==> config.mk <==
export PLATFORM = sky130hd
export DESIGN_NAME = dbx_port
export DESIGN_NICKNAME = d
export VERILOG_FILES = /design/src/logic/dbx_pkg.sv /design/src/logic/dbx_sync.sv /design/src/logic/dbx_evt_latch.sv /design/src/logic/dbx_port.sv
export SDC_FILE = /design/constraint.sdc
export NUM_CORES = 1
export LEC_CHECK = 0
export ABC_AREA = 1
export ABC_CLOCK_PERIOD_IN_PS = 4000
export BUFFER_PORTS_ARGS = -buffer_cell sky130_fd_sc_hd__buf_2
export CORE_MARGIN = 2
export CORE_UTILIZATION = 53
export CTS_CLUSTER_DIAMETER = 80
export DETAILED_ROUTE_END_ITERATION = 8
export PLACE_DENSITY = 0.88
export SLEW_MARGIN = 20
export SYNTH_ARGS = -nofsm -noshare
export SYNTH_HDL_FRONTEND = slang
export SYNTH_SLANG_ARGS = --single-unit
==> constraint.sdc <==
create_clock -name clk_sys -period 4 [get_ports clk_sys]
set_clock_uncertainty 0.15 [all_clocks]
set_input_delay 0.8 -clock clk_sys [delete_from_list [all_inputs] [get_ports clk_sys]]
set_output_delay 0.8 -clock clk_sys [all_outputs]
set_load 0.03 [all_outputs]
==> src/logic/dbx_pkg.sv <==
package dbx_pkg;
  localparam int CLK_PERIOD_NS = 5;
  // data overlap around a strobe edge, in ns
  localparam int DATA_GUARD_NS = 100;
  localparam int DATA_GUARD_CYC = (DATA_GUARD_NS + CLK_PERIOD_NS - 1) / CLK_PERIOD_NS;
  // strobe width chosen to exceed both guards
  localparam int STROBE_NS = 500;
  localparam int STROBE_CYC = (STROBE_NS + CLK_PERIOD_NS - 1) / CLK_PERIOD_NS;
  // capture deadline after strobe and wait both low, in ns
  localparam int CAPTURE_NS = 100;
  localparam int CAPTURE_CYC = (CAPTURE_NS / CLK_PERIOD_NS) < 1 ? 1 : CAPTURE_NS / CLK_PERIOD_NS;
  localparam int SYNC_DEPTH = 2;
  localparam int CNT_W = 8;
  localparam int EVT_LO = 2;
  localparam int EVT_HI = 7;
  localparam int EVT_N = EVT_HI - EVT_LO + 1;
  localparam logic [7:0] OLD_STATE_ADDR = 8'h18;
  localparam logic [7:0] NEW_STATE_ADDR = 8'h58;
  localparam int SYS_MASK_EXT_BIT = 7;
  localparam logic [7:0] BYTE_RST = 8'h00;
  typedef enum logic [2:0] {
    DBX_IDLE = 3'b000,
    DBX_ST_PULSE = 3'b001,
    DBX_LD_PULSE = 3'b010,
    DBX_LD_WAIT = 3'b011,
    DBX_LD_DONE = 3'b100
  } dbx_state_t;
endpackage : dbx_pkg

==> src/logic/dbx_sync.sv <==
`timescale 1ns/1ps
module dbx_sync
#(
  parameter int DEPTH = 2
)
(
  input wire logic clk_sys,
  input wire logic rst,
  input wire logic d,
  output logic q
);
  logic [DEPTH-1:0] chain_r;
  // first stage feeds only the next stage
  always_ff @(posedge clk_sys or posedge rst)
  begin
    if (rst)
    begin
      chain_r <= '0;
    end
    else
    begin
      chain_r <= {chain_r[DEPTH-2:0], d};
    end
  end
  assign q = chain_r[DEPTH-1];
endmodule : dbx_sync

==> src/logic/dbx_evt_latch.sv <==
`timescale 1ns/1ps
module dbx_evt_latch
(
  input wire logic clk_sys,
  input wire logic rst,
  input wire logic evt_sync,
  input wire logic take,
  output logic pend
);
  logic evt_d_r;
  logic pend_r;
  always_ff @(posedge clk_sys or posedge rst)
  begin
    if (rst)
    begin
      evt_d_r <= 1'b0;
    end
    else
    begin
      evt_d_r <= evt_sync;
    end
  end
  // repeats merge; set wins over take
  always_ff @(posedge clk_sys or posedge rst)
  begin
    if (rst)
    begin
      pend_r <= 1'b0;
    end
    else if (evt_sync && !evt_d_r)
    begin
      pend_r <= 1'b1;
    end
    else if (take)
    begin
      pend_r <= 1'b0;
    end
  end
  assign pend = pend_r;
endmodule : dbx_evt_latch

==> src/logic/dbx_port.sv <==
`timescale 1ns/1ps
// Overview of operation
// - store drives operand byte, held static
// - no parity driven with output lines
// - instruction bits 8-15 pulse the lines
// - sender strobe pulses with timing pulses
// - strobe brackets output byte change 100ns
// - load captures input byte when unblocked
// - generate parity for captured byte
// - load emits timing pulses and fetch strobe
// - fetch strobe raises the far end wait line
// - latch event lines 2-7 until taken
// - report event lines in state bits 26-31
// - high level means asserted
// - interrupt only between instructions, mask set
// - save state at 24, fetch from 88
// - pending requests merged, presented once
// - sample wait after strobe, capture in 100ns
module dbx_port
(
  input wire logic clk_sys,
  input wire logic rst,
  input wire logic st_req,
  input wire logic ld_req,
  input wire logic [7:0] op_byte,
  input wire logic [7:0] instr_sig,
  output logic busy,
  output logic ld_done,
  output logic [7:0] ld_byte,
  output logic ld_parity,
  input wire logic [7:0] bus_in,
  input wire logic wait_in,
  input wire logic [7:0] evt_in,
  output logic [7:0] bus_out,
  output logic [7:0] sig_out,
  output logic send_strobe,
  output logic fetch_strobe,
  input wire logic instr_end,
  input wire logic sys_mask_ext,
  output logic ext_irq,
  output logic [5:0] ext_code,
  output logic [7:0] old_state_addr,
  output logic [7:0] new_state_addr
);
  import dbx_pkg::*;
  dbx_state_t state_r;
  dbx_state_t state_nxt;
  logic [CNT_W-1:0] cnt_r;
  logic [7:0] bus_out_r;
  logic [7:0] sig_out_r;
  logic [7:0] sig_hold_r;
  logic [7:0] byte_hold_r;
  logic send_strobe_r;
  logic fetch_strobe_r;
  logic busy_r;
  logic ld_done_r;
  logic [7:0] ld_byte_r;
  logic ld_parity_r;
  logic ext_irq_r;
  logic [5:0] ext_code_r;
  logic [7:0] old_state_addr_r;
  logic [7:0] new_state_addr_r;
  logic wait_s;
  logic [7:0] bus_in_s;
  logic [7:0] evt_s;
  logic [EVT_N-1:0] pend;
  logic take;
  logic [CNT_W-1:0] guard_c;
  logic [CNT_W-1:0] strobe_c;
  logic [CNT_W-1:0] cap_c;

  assign guard_c = CNT_W'(DATA_GUARD_CYC);
  assign strobe_c = CNT_W'(STROBE_CYC);
  assign cap_c = CNT_W'(CAPTURE_CYC);

  dbx_sync #(.DEPTH(SYNC_DEPTH)) u_wait_sync
  (
    .clk_sys(clk_sys),
    .rst(rst),
    .d(wait_in),
    .q(wait_s)
  );

  genvar gi;
  generate
    for (gi = 0; gi < 8; gi++)
    begin : g_in
      dbx_sync #(.DEPTH(SYNC_DEPTH)) u_bus_sync
      (
        .clk_sys(clk_sys),
        .rst(rst),
        .d(bus_in[gi]),
        .q(bus_in_s[gi])
      );
      dbx_sync #(.DEPTH(SYNC_DEPTH)) u_evt_sync
      (
        .clk_sys(clk_sys),
        .rst(rst),
        .d(evt_in[gi]),
        .q(evt_s[gi])
      );
    end
    // peer pulses arrive as event requests
    // lines 0 and 1 are terminated only
    for (gi = EVT_LO; gi <= EVT_HI; gi++)
    begin : g_evt
      dbx_evt_latch u_latch
      (
        .clk_sys(clk_sys),
        .rst(rst),
        .evt_sync(evt_s[gi]),
        .take(take),
        .pend(pend[gi-EVT_LO])
      );
    end
  endgenerate

  always_comb
  begin
    state_nxt = state_r;
    case (state_r)
      DBX_IDLE:
      begin
        if (st_req)
        begin
          state_nxt = DBX_ST_PULSE;
        end
        else if (ld_req)
        begin
          state_nxt = DBX_LD_PULSE;
        end
      end
      DBX_ST_PULSE:
      begin
        if (cnt_r == strobe_c - 1'b1)
        begin
          state_nxt = DBX_IDLE;
        end
      end
      DBX_LD_PULSE:
      begin
        if (cnt_r == strobe_c - 1'b1)
        begin
          state_nxt = DBX_LD_WAIT;
        end
      end
      DBX_LD_WAIT:
      begin
        // wait sampled only after strobe ends
        if (!wait_s)
        begin
          state_nxt = DBX_LD_DONE;
        end
      end
      DBX_LD_DONE:
      begin
        state_nxt = DBX_IDLE;
      end
      default:
      begin
        state_nxt = DBX_IDLE;
      end
    endcase
  end

  always_ff @(posedge clk_sys or posedge rst)
  begin
    if (rst)
    begin
      state_r <= DBX_IDLE;
    end
    else
    begin
      state_r <= state_nxt;
    end
  end

  always_ff @(posedge clk_sys or posedge rst)
  begin
    if (rst)
    begin
      cnt_r <= '0;
    end
    else if (state_r != state_nxt)
    begin
      cnt_r <= '0;
    end
    else if (cnt_r != {CNT_W{1'b1}})
    begin
      cnt_r <= cnt_r + 1'b1;
    end
  end

  always_ff @(posedge clk_sys or posedge rst)
  begin
    if (rst)
    begin
      sig_hold_r <= 8'h00;
      byte_hold_r <= BYTE_RST;
    end
    else if (state_r == DBX_IDLE && (st_req || ld_req))
    begin
      sig_hold_r <= instr_sig;
      byte_hold_r <= op_byte;
    end
  end

  always_ff @(posedge clk_sys or posedge rst)
  begin
    if (rst)
    begin
      sig_out_r <= 8'h00;
    end
    else if (state_nxt == DBX_ST_PULSE || state_nxt == DBX_LD_PULSE)
    begin
      sig_out_r <= (state_r == DBX_IDLE) ? instr_sig : sig_hold_r;
    end
    else
    begin
      sig_out_r <= 8'h00;
    end
  end

  always_ff @(posedge clk_sys or posedge rst)
  begin
    if (rst)
    begin
      send_strobe_r <= 1'b0;
      fetch_strobe_r <= 1'b0;
    end
    else
    begin
      send_strobe_r <= (state_nxt == DBX_ST_PULSE);
      fetch_strobe_r <= (state_nxt == DBX_LD_PULSE);
    end
  end

  // static byte, changes only on store
  // change after guard, settled guard before strobe end
  // no parity line exists on the output side
  always_ff @(posedge clk_sys or posedge rst)
  begin
    if (rst)
    begin
      bus_out_r <= BYTE_RST;
    end
    else if (state_r == DBX_ST_PULSE && cnt_r == guard_c)
    begin
      bus_out_r <= byte_hold_r;
    end
  end

  // capture within deadline of wait drop
  always_ff @(posedge clk_sys or posedge rst)
  begin
    if (rst)
    begin
      ld_byte_r <= 8'h00;
      ld_parity_r <= 1'b0;
      ld_done_r <= 1'b0;
    end
    else
    begin
      ld_done_r <= 1'b0;
      if (state_r == DBX_LD_WAIT && !wait_s && cap_c != '0)
      begin
        ld_byte_r <= bus_in_s;
        ld_parity_r <= ~(^bus_in_s);
        ld_done_r <= 1'b1;
      end
    end
  end

  always_ff @(posedge clk_sys or posedge rst)
  begin
    if (rst)
    begin
      busy_r <= 1'b0;
    end
    else
    begin
      busy_r <= (state_nxt != DBX_IDLE);
    end
  end

  // only at instruction end with mask set
  assign take = instr_end && sys_mask_ext && (pend != '0) && !ext_irq_r;

  // old at 24, new from 88
  always_ff @(posedge clk_sys or posedge rst)
  begin
    if (rst)
    begin
      ext_irq_r <= 1'b0;
      ext_code_r <= 6'h00;
      old_state_addr_r <= 8'h00;
      new_state_addr_r <= 8'h00;
    end
    else
    begin
      ext_irq_r <= take;
      if (take)
      begin
        // code bit 26 is line 2 ... bit 31 is line 7
        ext_code_r <= {pend[0], pend[1], pend[2], pend[3], pend[4], pend[5]};
        old_state_addr_r <= OLD_STATE_ADDR;
        new_state_addr_r <= NEW_STATE_ADDR;
      end
    end
  end

  assign bus_out = bus_out_r;
  assign sig_out = sig_out_r;
  assign send_strobe = send_strobe_r;
  assign fetch_strobe = fetch_strobe_r;
  assign busy = busy_r;
  assign ld_done = ld_done_r;
  assign ld_byte = ld_byte_r;
  assign ld_parity = ld_parity_r;
  assign ext_irq = ext_irq_r;
  assign ext_code = ext_code_r;
  assign old_state_addr = old_state_addr_r;
  assign new_state_addr = new_state_addr_r;
endmodule : dbx_port

==> key figures, run 1 <==
Status
  • Outcome: completed

Drt
  • Vias per inst: 4.73
  • Via count: 2,711
  • Routed Wire Length: 6710 µm
  • Final ANT Viol Nets: 0
  • DRC viols: 0
  • Pre-antenna DRT Iters: 4
  • Drt first-iter violations: 120
  • Routed length per instance: 11.7 µm

Timing
  • Final Setup Violations: 0
  • WHS: 0.206 ns
  • Tcrit/Tclk final: 49.4%
  • Unrepaired setup endpoints after global routing: no
  • Count of final hold-check violations: 0
  • Slew @ Worst Pin: 0.855 ns
  • Slew Limit Fails: 0
  • Setup ws final: 2.02 ns
  • Slew HR: 43.0%
  • Achievable Freq: 506 MHz
  • Setup TNS: 0 ns
  • Post-layout minimum cycle time: 1.98 ns

Global routing
  • First-pass GRT wire length: 11,500 µm
  • Total GRT Usage: 17.2%
  • Initial antenna violation count: 0
  • Pin count of the biggest net entering global routing: 76
  • Number of global-route vias before repair: 2,625
  • Aggregate global routing overflow: 0

Synth
  • Main combinational cell family by area after synthesis: simple AND/OR/NAND/NOR gates
  • Cell Area, Synth: 4090 µm²
  • Gate Count Post-Synth: 387
  • Synth unique cells: 30
  • Post-synthesis area per instance: 10.6 µm²
  • Synth Area in Simple Gates: 16.1%
  • Post-synthesis sequential area ratio: 64.9%
  • Synth Register Bits: 106
  • Number of synthesized flops with an enable pin: 0
  • Asr flop ratio synth: 100%
  • Post-Synth XOR/XNOR Area: 2.14%
  • Synth Warn #: 0
  • Mux share of post-synthesis cell area: 0%
  • Top FF cell, synth: dfrtp_1
  • Adder and majority gate portion of the synthesized area: 0.612%
  • Post-synthesis compound-gate area fraction: 7.74%

Worst setup path
  • R2r setup slk: 2.10 ns
  • CP Capture Type: register
  • R2R Path Start: state_r[2]
  • R2R depth: 6
  • Largest fanout on the critical path: 20
  • Worst Setup Start Kind: primary input
  • Worst EP arrival: 2.12 ns
  • Reg-to-Reg End: ld_byte[1]
  • Worst Path Required: 4.14 ns
  • Max stage delay on crit path: 0.67 ns
  • Worst Setup Path Type: primary input to register
  • Slowest CP cell: o211ai_1
  • Worst-path cell chain: buf_2 -> o211ai_1 -> buf_4 -> nor2_1 -> a21oi_1

CTS
  • H-tree depth: 3
  • Clk_lat worst skew: 0.36 ns
  • Setup Buffers After CTS: 0
  • Clock-pin slew on the worst setup and hold paths: 0.10 ns
  • Clk root buf: clkbuf_8
  • CTS buffer count: 9
  • Clk sinks: 106
  • Hold buffers post-CTS: 0
  • CTS tree: yes
  • Clk buf depth: 2
  • # resized after CTS: 0

Finish
  • Final net count: 507
  • Commonest non-fill, non-tap cells in the layout: dfrtp_1, nand2_1, buf_2
  • Layout cells sized above 1: 28.0%
  • Layout area overhead: 15.8%
  • Most common cell after layout, fill and taps aside: dfrtp_1
  • Number of inserted diodes: 0

Floorplanning
  • Chip Height: 91.8 µm
  • Core area: 7610 µm²
  • # IOs: 91
  • Die Width: 91.8 µm
  • Initial Util: 53.7%
  • Standard-cell rows: 32
  • Die area: 8430 µm²

Min path
  • Worst hold start: g_in[7].u_bus_sync.chain_r[0]
  • Hold depth: 0
  • WHS Endpoint: g_in[7].u_bus_sync.chain_r[1]
  • Hold WC Path Type: register to register

Power and ir drop
  • PD cells: 653 nW/µm²
  • Worst VDD drop: 0.376 mV
  • Leakage power: 2.51 nW

Placement
  • Place WS: 1.65 ns
  • PortBufs: 77
  • HPWL Detailed: 4890 µm
  • GP Congestion: 0.812

Flow run
  • MaxCap Viol Count: 0
cell usage after synthesis (3+ instances only):
master	n	area share (%)
o21ai_0	27	3.3
xnor2_1	5	1.1
nand3_1	9	1.1
nor2_2	10	1.5
clkbuf_1	4	0.37
nand2_1	82	7.5
nand2_2	3	0.46
inv_2	5	0.46
nor2_1	21	1.9
o22ai_1	6	0.92
inv_1	48	4.4
nand4_1	5	0.77
a21oi_1	8	0.98
buf_4	16	2.9
o21ai_2	8	1.7
dfrtp_1	106	65
xor2_1	5	1.1
nor3_2	3	0.73
sequential cells by signal (all words and copies together) (netlist names), 2 cells and up:
register,flops
g_in.u_evt_sync.chain_r,12
byte_hold_r,8
bus_out,8
g_in.u_bus_sync.chain_r,16
u_wait_sync.chain_r,2
ext_code,6
cnt_r,8
sig_hold_r,8
g_evt.u_latch.evt_d_r,6
g_evt.u_latch.pend,6
state_r,3
ld_byte,8
sig_out,8
where the power goes:
| part | total (mW) | internal [mW] | switching [mW] | leakage, nW |
|---|---|---|---|---|
| Clock | 0.683 | 0.307 | 0.376 | 0.109 |
| Sequential | 1.41 | 1.30 | 0.114 | 1.29 |
| Combinational | 0.999 | 0.298 | 0.701 | 1.10 |
| Total | 3.09 | 1.90 | 1.19 | 2.51 |
layer usage:
metal	GRT usage, %	part of all wire, %
met5	0	0
met4	7.96	1.8
met3	4.35	5.1
met2	29.0	51
met1	21.0	43
worst max-delay path: cells and delay by family:
kind | cells | cell delay (ns)
and+or+nand+nor | 1 | 0.06
buffers and inverters | 2 | 0.47
AOI/OAI and AO/OA | 2 | 0.79
area by class of cell:
| class | count | area (µm²) |
|---|---|---|
| Fill cell | 628 | 2870 |
| Sequential cell | 106 | 2650 |
| Multi-Input combinational cell | 216 | 1130 |
| Timing Repair Buffer | 80 | 408 |
| Inverter | 53 | 201 |
| Tap cell | 102 | 128 |
| Clock buffer | 9 | 124 |
| Clock inverter | 7 | 92.6 |
worst max path at each step:
stage                       from                end  cells past startpoint  slack, ns
6_report                  ld_req     byte_hold_r[6]                      5       2.02
5_1_grt                   ld_req     byte_hold_r[5]                      5       1.85
4_1_cts        old_state_addr[3]  old_state_addr[4]                      1       2.03
3_5_place_dp              ld_req     byte_hold_r[7]                      5       1.65
3_3_place_gp              st_req     byte_hold_r[0]                      5       1.69
2_1_floorplan                rst         bus_out[0]                      1       0.26
cells by family (layout without fill, tap and decap cells):
group | after synthesis | after routing
AND/OR/NAND/NOR | 141 | 141
AO/OA/AOI/OAI | 52 | 52
other | 1 | 11
buffers and inverters | 75 | 149
XOR/XNOR | 10 | 10
adder cells (fa/ha/maj) | 2 | 2
flip-flops | 106 | 106
per-stage QoR:
step           cells  area [µm²]  util [%]  total power [mW]
2_1_floorplan    397        4130         -              2.18
3_3_place_gp     557        4520      59.4              2.39
3_5_place_dp     557        4520      59.4              2.45
4_1_cts          573        4730      62.2              3.13
5_1_grt          573        4730      62.2              3.31
6_report         573        4730      62.2              3.09
Power figures use the tool's default switching activity.
==> run 2, diff against run 1 <==
--- a/config.mk
+++ b/config.mk
@@ -6,13 +6,13 @@
 export NUM_CORES = 1
 export LEC_CHECK = 0
 export ABC_AREA = 1
-export ABC_CLOCK_PERIOD_IN_PS = 4000
+export ABC_CLOCK_PERIOD_IN_PS = 1700
 export BUFFER_PORTS_ARGS = -buffer_cell sky130_fd_sc_hd__buf_2
 export CORE_MARGIN = 2
-export CORE_UTILIZATION = 53
+export CORE_UTILIZATION = 48
 export CTS_CLUSTER_DIAMETER = 80
 export DETAILED_ROUTE_END_ITERATION = 8
-export PLACE_DENSITY = 0.88
+export PLACE_DENSITY = 0.85
 export SLEW_MARGIN = 20
 export SYNTH_ARGS = -nofsm -noshare
 export SYNTH_HDL_FRONTEND = slang
==> constraint.sdc (replaced) <==
create_clock -name clk_sys -period 1.7 [get_ports clk_sys]
set_clock_uncertainty 0.15 [all_clocks]
set_input_delay 0.34 -clock clk_sys [delete_from_list [all_inputs] [get_ports clk_sys]]
set_output_delay 0.34 -clock clk_sys [all_outputs]
set_load 0.03 [all_outputs]
==> run 2 against run 1 <==
Compared with the run above:
- cell area grew 5.6%
- utilization is 1.4 points lower
- sequential power up 140%
- die area increased by 10%
- critical path depth rose by 4
- hold slack worse by 0.12 ns
- register-to-register slack got worse by 2.0 ns
- sequential cell count is the same
- highest routed layer unchanged
==> key figures, run 2 (synthesis gave the netlist of run 1 again) <==
Global routing
  • Pin count of the biggest net entering global routing: 40
  • Initial antenna violation count: 0
  • Total GRT Usage: 16.8%
  • Number of global-route vias before repair: 2,807
  • First-pass GRT wire length: 12,000 µm
  • Aggregate global routing overflow: 0

Finish
  • Multi-input logic area: 1170 µm²
  • Commonest non-fill, non-tap cells in the layout: dfrtp_1, nand2_1, buf_2
  • Finished Cell Area: 5000 µm²
  • Biggest register: g_in.u_bus_sync.chain_r
  • Final net count: 532
  • Largest regs: g_in.u_bus_sync.chain_r x16, g_in.u_evt_sync.chain_r x12
  • Layout cells sized above 1: 29.6%
  • Most common cell after layout, fill and taps aside: dfrtp_1
  • Final core occ: 60.9%
  • Number of inserted diodes: 0
  • Max reg flops: 16
  • FILL cells: 683
  • Storage cell area: 2650 µm²
  • Layout area overhead: 22.3%

Drt
  • Final ANT Viol Nets: 0
  • Routed Wire Length: 7130 µm
  • Vias per inst: 4.67
  • DR top layer: met4
  • Met2 wire len: 3700 µm
  • Pre-antenna DRT Iters: 4
  • Via count: 2,809
  • DRC viols: 0
  • Drt first-iter violations: 101
  • Routed length per instance: 11.9 µm
  • Metal3 WL: 318 µm
  • M1 wire length: 2980 µm

Worst setup path
  • Worst Setup Start Kind: register
  • Largest fanout on the critical path: 8
  • Worst Path Required: 1.83 ns
  • Worst Setup Path Type: register to register
  • CP Capture Type: register
  • Worst EP arrival: 1.76 ns

CTS
  • Clk_lat worst skew: 0.36 ns
  • H-tree depth: 3
  • Clk buf depth: 2
  • Clk sinks: 106
  • CTS tree: yes
  • Clk root buf: clkbuf_8
  • CTS buffer count: 9
  • Clock-pin slew on the worst setup and hold paths: 0.10 ns

Flow run
  • MaxCap Viol Count: 0

Status
  • Outcome: completed

Placement
  • GP Congestion: 0.772
  • Placed instance area: 4590 µm²
  • HPWL Detailed: 5110 µm
  • PortBufs: 77

Timing
  • Setup TNS: 0 ns
  • Final Setup Violations: 0
  • Tcrit/Tclk final: 95.9%
  • Count of final hold-check violations: 0
  • Unrepaired setup endpoints after global routing: yes
  • Achievable Freq: 613 MHz
  • Slew Limit Fails: 0
  • WHS: 0.0840 ns
  • Post-layout minimum cycle time: 1.63 ns

Power and ir drop
  • Total Power: 7.27 mW
  • Worst VDD drop: 1.01 mV
  • PD cells: 1450 nW/µm²
  • Leakage power: 2.61 nW

Floorplanning
  • # IOs: 91
  • Core area: 8220 µm²
  • Die Width: 96.3 µm
  • Standard-cell rows: 33
  • Die area: 9270 µm²
  • Initial Util: 49.7%
  • Chip Height: 96.3 µm

Min path
  • Hold WC Path Type: primary input to register
-- run 2: cell type report --
class                   count  share of cell area, %
repair buffers            105                   13.2
inverters                  53                   4.05
clock buffers               9                   2.48
well taps                 105                   2.63
flip-flops and latches    106                   53.1
multi-input cells         216                   23.4
clock inverters             7                   1.20
-- run 2: repair_timing --
| item | CTS | global route |
|---|---|---|
| endpoints found under the setup margin | 7 | 17 |
| gates cloned | 0 | 0 |
| hold buffers | 16 | 0 |
| pin swaps | 0 | 3 |
| gates resized for setup | 1 | 11 |
| buffers inserted | 0 | 3 |
| hold endpoints to repair | 31 | 0 |
-- run 2: critical path, cell delays in order (launching register included) --
cell	delay, ns
dfrtp_1	0.42
ha_4	0.18
nand2_2	0.05
nor2_2	0.09
nand2_1	0.07
nand2_2	0.11
nand3_4	0.11
nand2_4	0.09
nand3_4	0.16
nor2_4	0.13
-- run 2: through the flow --
step	cells	setup slack (ns)
4_1_cts	598	0.00938
5_1_grt	601	-0.0267
3_5_place_dp	566	0.00784
2_1_floorplan	397	-0.0635
3_3_place_gp	566	0.0725
6_report	601	0.0699
-- run 2: power by group --
part	leakage (nW)	total [mW]	switching (mW)	internal, mW
clock	0.0932	1.41	0.853	0.556
sequential	1.29	3.33	0.279	3.05
combinational	1.23	2.53	1.71	0.820
-- run 2: metal layers --
layer / up-vias / GRT usage (%)
met1: 1337 / 20.6
met5: - / 0
met4: 0 / 6.55
li1: 1386 / -
met2: 73 / 28.6
met3: 13 / 3.99
-- run 2: final timing paths --
check	to	cells past startpoint	slack (ns)	start
max	cnt_r[7]	9	0.07	cnt_r[1]
min	byte_hold_r[3]	3	0.08	op_byte[3]
max reg2reg	cnt_r[7]	9	0.07	cnt_r[1]
min reg2reg	g_in[5].u_bus_sync.chain_r[1]	0	0.21	g_in[5].u_bus_sync.chain_r[0]
max in group asynchronous	ext_code[2]	4	0.44	rst
min in group asynchronous	g_in[6].u_evt_sync.chain_r[0]	3	0.39	rst
==> run 3, diff against run 2 <==
--- a/config.mk
+++ b/config.mk
@@ -9,10 +9,12 @@
 export ABC_CLOCK_PERIOD_IN_PS = 1700
 export BUFFER_PORTS_ARGS = -buffer_cell sky130_fd_sc_hd__buf_2
 export CORE_MARGIN = 2
-export CORE_UTILIZATION = 48
+export CORE_UTILIZATION = 50
+export CTS_BUF_LIST = sky130_fd_sc_hd__clkbuf_4 sky130_fd_sc_hd__clkbuf_8
 export CTS_CLUSTER_DIAMETER = 80
+export CTS_CLUSTER_SIZE = 28
 export DETAILED_ROUTE_END_ITERATION = 8
-export PLACE_DENSITY = 0.85
+export PLACE_DENSITY = 0.87
 export SLEW_MARGIN = 20
 export SYNTH_ARGS = -nofsm -noshare
 export SYNTH_HDL_FRONTEND = slang
==> run 3 against run 2 <==
Compared with the run above:
- total power grew 3.4%
- worst setup slack got worse by 0.038 ns
- sequential cell count stayed put
- utilization grew 3.8 points
- cell area is 1.0% higher
- count of clock-buffer cells in the layout unchanged
- sequential share of layout area down 0.50 points
- final cell count down 0.50%
- routed wire length grew 1.8%
- critical path type unchanged
==> key figures, run 3 (synthesis gave the netlist of run 1 again) <==
Floorplanning
  • # IOs: 91
  • Die Width: 94.4 µm
  • Die area: 8910 µm²
  • Chip Height: 94.4 µm
  • Core area: 7810 µm²
  • Standard-cell rows: 32
  • Initial Util: 52.4%

Global routing
  • First-pass GRT wire length: 12,400 µm
  • Pin count of the biggest net entering global routing: 39
  • Initial antenna violation count: 0
  • Total GRT Usage: 18.0%
  • Aggregate global routing overflow: 0
  • Number of global-route vias before repair: 2,839

Drt
  • DRC viols: 0
  • Via count: 2,795
  • Pre-antenna DRT Iters: 4
  • Routed Wire Length: 7260 µm
  • Drt first-iter violations: 138
  • Routed length per instance: 12.1 µm
  • Vias per inst: 4.67
  • Final ANT Viol Nets: 0

Timing
  • Post-layout minimum cycle time: 1.67 ns
  • Count of final hold-check violations: 0
  • Tcrit/Tclk final: 98.1%
  • Setup ws final: 0.0317 ns
  • Final Setup Violations: 0
  • Slew Limit Fails: 0
  • Unrepaired setup endpoints after global routing: yes
  • Achievable Freq: 599 MHz

Placement
  • GP Congestion: 0.783
  • Place WS: -0.00142 ns
  • HPWL Detailed: 5050 µm
  • PortBufs: 77
  • Dpl cells: 562
  • Placed instance area: 4580 µm²

Power and ir drop
  • Worst VDD drop: 0.838 mV
  • PD cells: 1490 nW/µm²
  • Leakage power: 2.63 nW

Finish
  • FILL cells: 607
  • Commonest non-fill, non-tap cells in the layout: dfrtp_1, nand2_1, buf_2
  • Finished Cell Area: 5050 µm²
  • Final net count: 532
  • Layout cells sized above 1: 30.6%
  • Number of inserted diodes: 0
  • Layout area overhead: 23.6%
  • Biggest register: g_in.u_bus_sync.chain_r
  • Largest regs: g_in.u_bus_sync.chain_r x16, g_in.u_evt_sync.chain_r x12
  • Most common cell after layout, fill and taps aside: dfrtp_1
  • Post-Layout Cell Count: 598
  • Max reg flops: 16
  • Final core occ: 64.7%

Worst setup path
  • R2R Path Start: cnt_r[0]
  • Worst Setup Start Kind: register
  • R2r setup slk: 0.03 ns
  • R2R depth: 9
  • Largest fanout on the critical path: 8
  • Reg-to-Reg End: sig_out[7]
  • Worst EP arrival: 1.83 ns
  • Worst Path Required: 1.86 ns
  • CP Capture Type: register
  • Critical Path Source: cnt_r[0]
  • Worst Setup Path Type: register to register

Min path
  • Hold depth: 3
  • Hold WC Path Type: primary input to register
  • Worst hold start: op_byte[4]
  • WHS Endpoint: byte_hold_r[4]

CTS
  • CTS tree: yes
  • Clk buf depth: 2
  • Clk root buf: clkbuf_8
  • Clk sinks: 106
  • H-tree depth: 3
  • Clk_lat worst skew: 0.37 ns
  • CTS buffer count: 9
  • Clock-pin slew on the worst setup and hold paths: 0.10 ns

Status
  • Outcome: completed

Flow run
  • MaxCap Viol Count: 0
[run 3: critical path, cell delays in order (launching register included)]
cell	delay (ns)
dfrtp_1	0.42
ha_4	0.19
nand2_4	0.05
nor2_4	0.11
nand2_2	0.08
nand2_4	0.09
nand3_4	0.10
o21bai_4	0.27
nand2_1	0.10
inv_1	0.06
[run 3: metal layers]
| layer | GRT usage [%] | vias up | share of wire (%) |
|---|---|---|---|
| met5 | 0 | - | 0 |
| met4 | 8.09 | 0 | 1.7 |
| met3 | 3.75 | 12 | 4.5 |
| met2 | 32.2 | 71 | 53 |
| met1 | 20.9 | 1316 | 41 |
| li1 | - | 1396 | - |
[run 3: metrics by stage]
step | setup TNS [ns] | total power [mW] | hold slack [ns]
floorplan | -6.73 | 5.14 | 0.181
global placement | 0 | 5.66 | 0.183
detailed placement | -0.00220 | 5.79 | 0.185
CTS | 0 | 7.46 | 0.0632
global route | -0.931 | 8.02 | 0.0608
finish | 0 | 7.51 | 0.0669
[run 3: worst max-delay path by stage]
stage	to	cells past startpoint
floorplan	bus_out[0]	1
detailed placement	sig_out[7]	9
global placement	sig_out[2]	9
global route	sig_out[7]	9
CTS	sig_out[7]	9
finish	sig_out[7]	9
[run 3: layout make-up]
| cell class | instances | area [µm²] | share of cell area [%] |
|---|---|---|---|
| inverter | 53 | 203 | 4.01 |
| multi-input combinational | 216 | 1180 | 23.5 |
| sequential | 106 | 2660 | 52.6 |
| clock inverter | 7 | 92.6 | 1.83 |
| clock buffer | 9 | 124 | 2.45 |
| tap | 102 | 128 | 2.53 |
| timing repair buffer | 105 | 664 | 13.2 |
[run 3: report_power, final]
group          internal [mW]  switching, mW
logic                  0.833           1.73
registers               3.05          0.268
clock network          0.722          0.907
total                   4.61           2.91
[run 3: timing repair]
| item | CTS | global route |
|---|---|---|
| hold buffers | 16 | 0 |
| endpoints found under the setup margin | 5 | 16 |
| endpoints found under the hold margin | 32 | 0 |
| pin swaps | 2 | 9 |
| gates resized for setup | 3 | 14 |
| setup buffers | 1 | 3 |
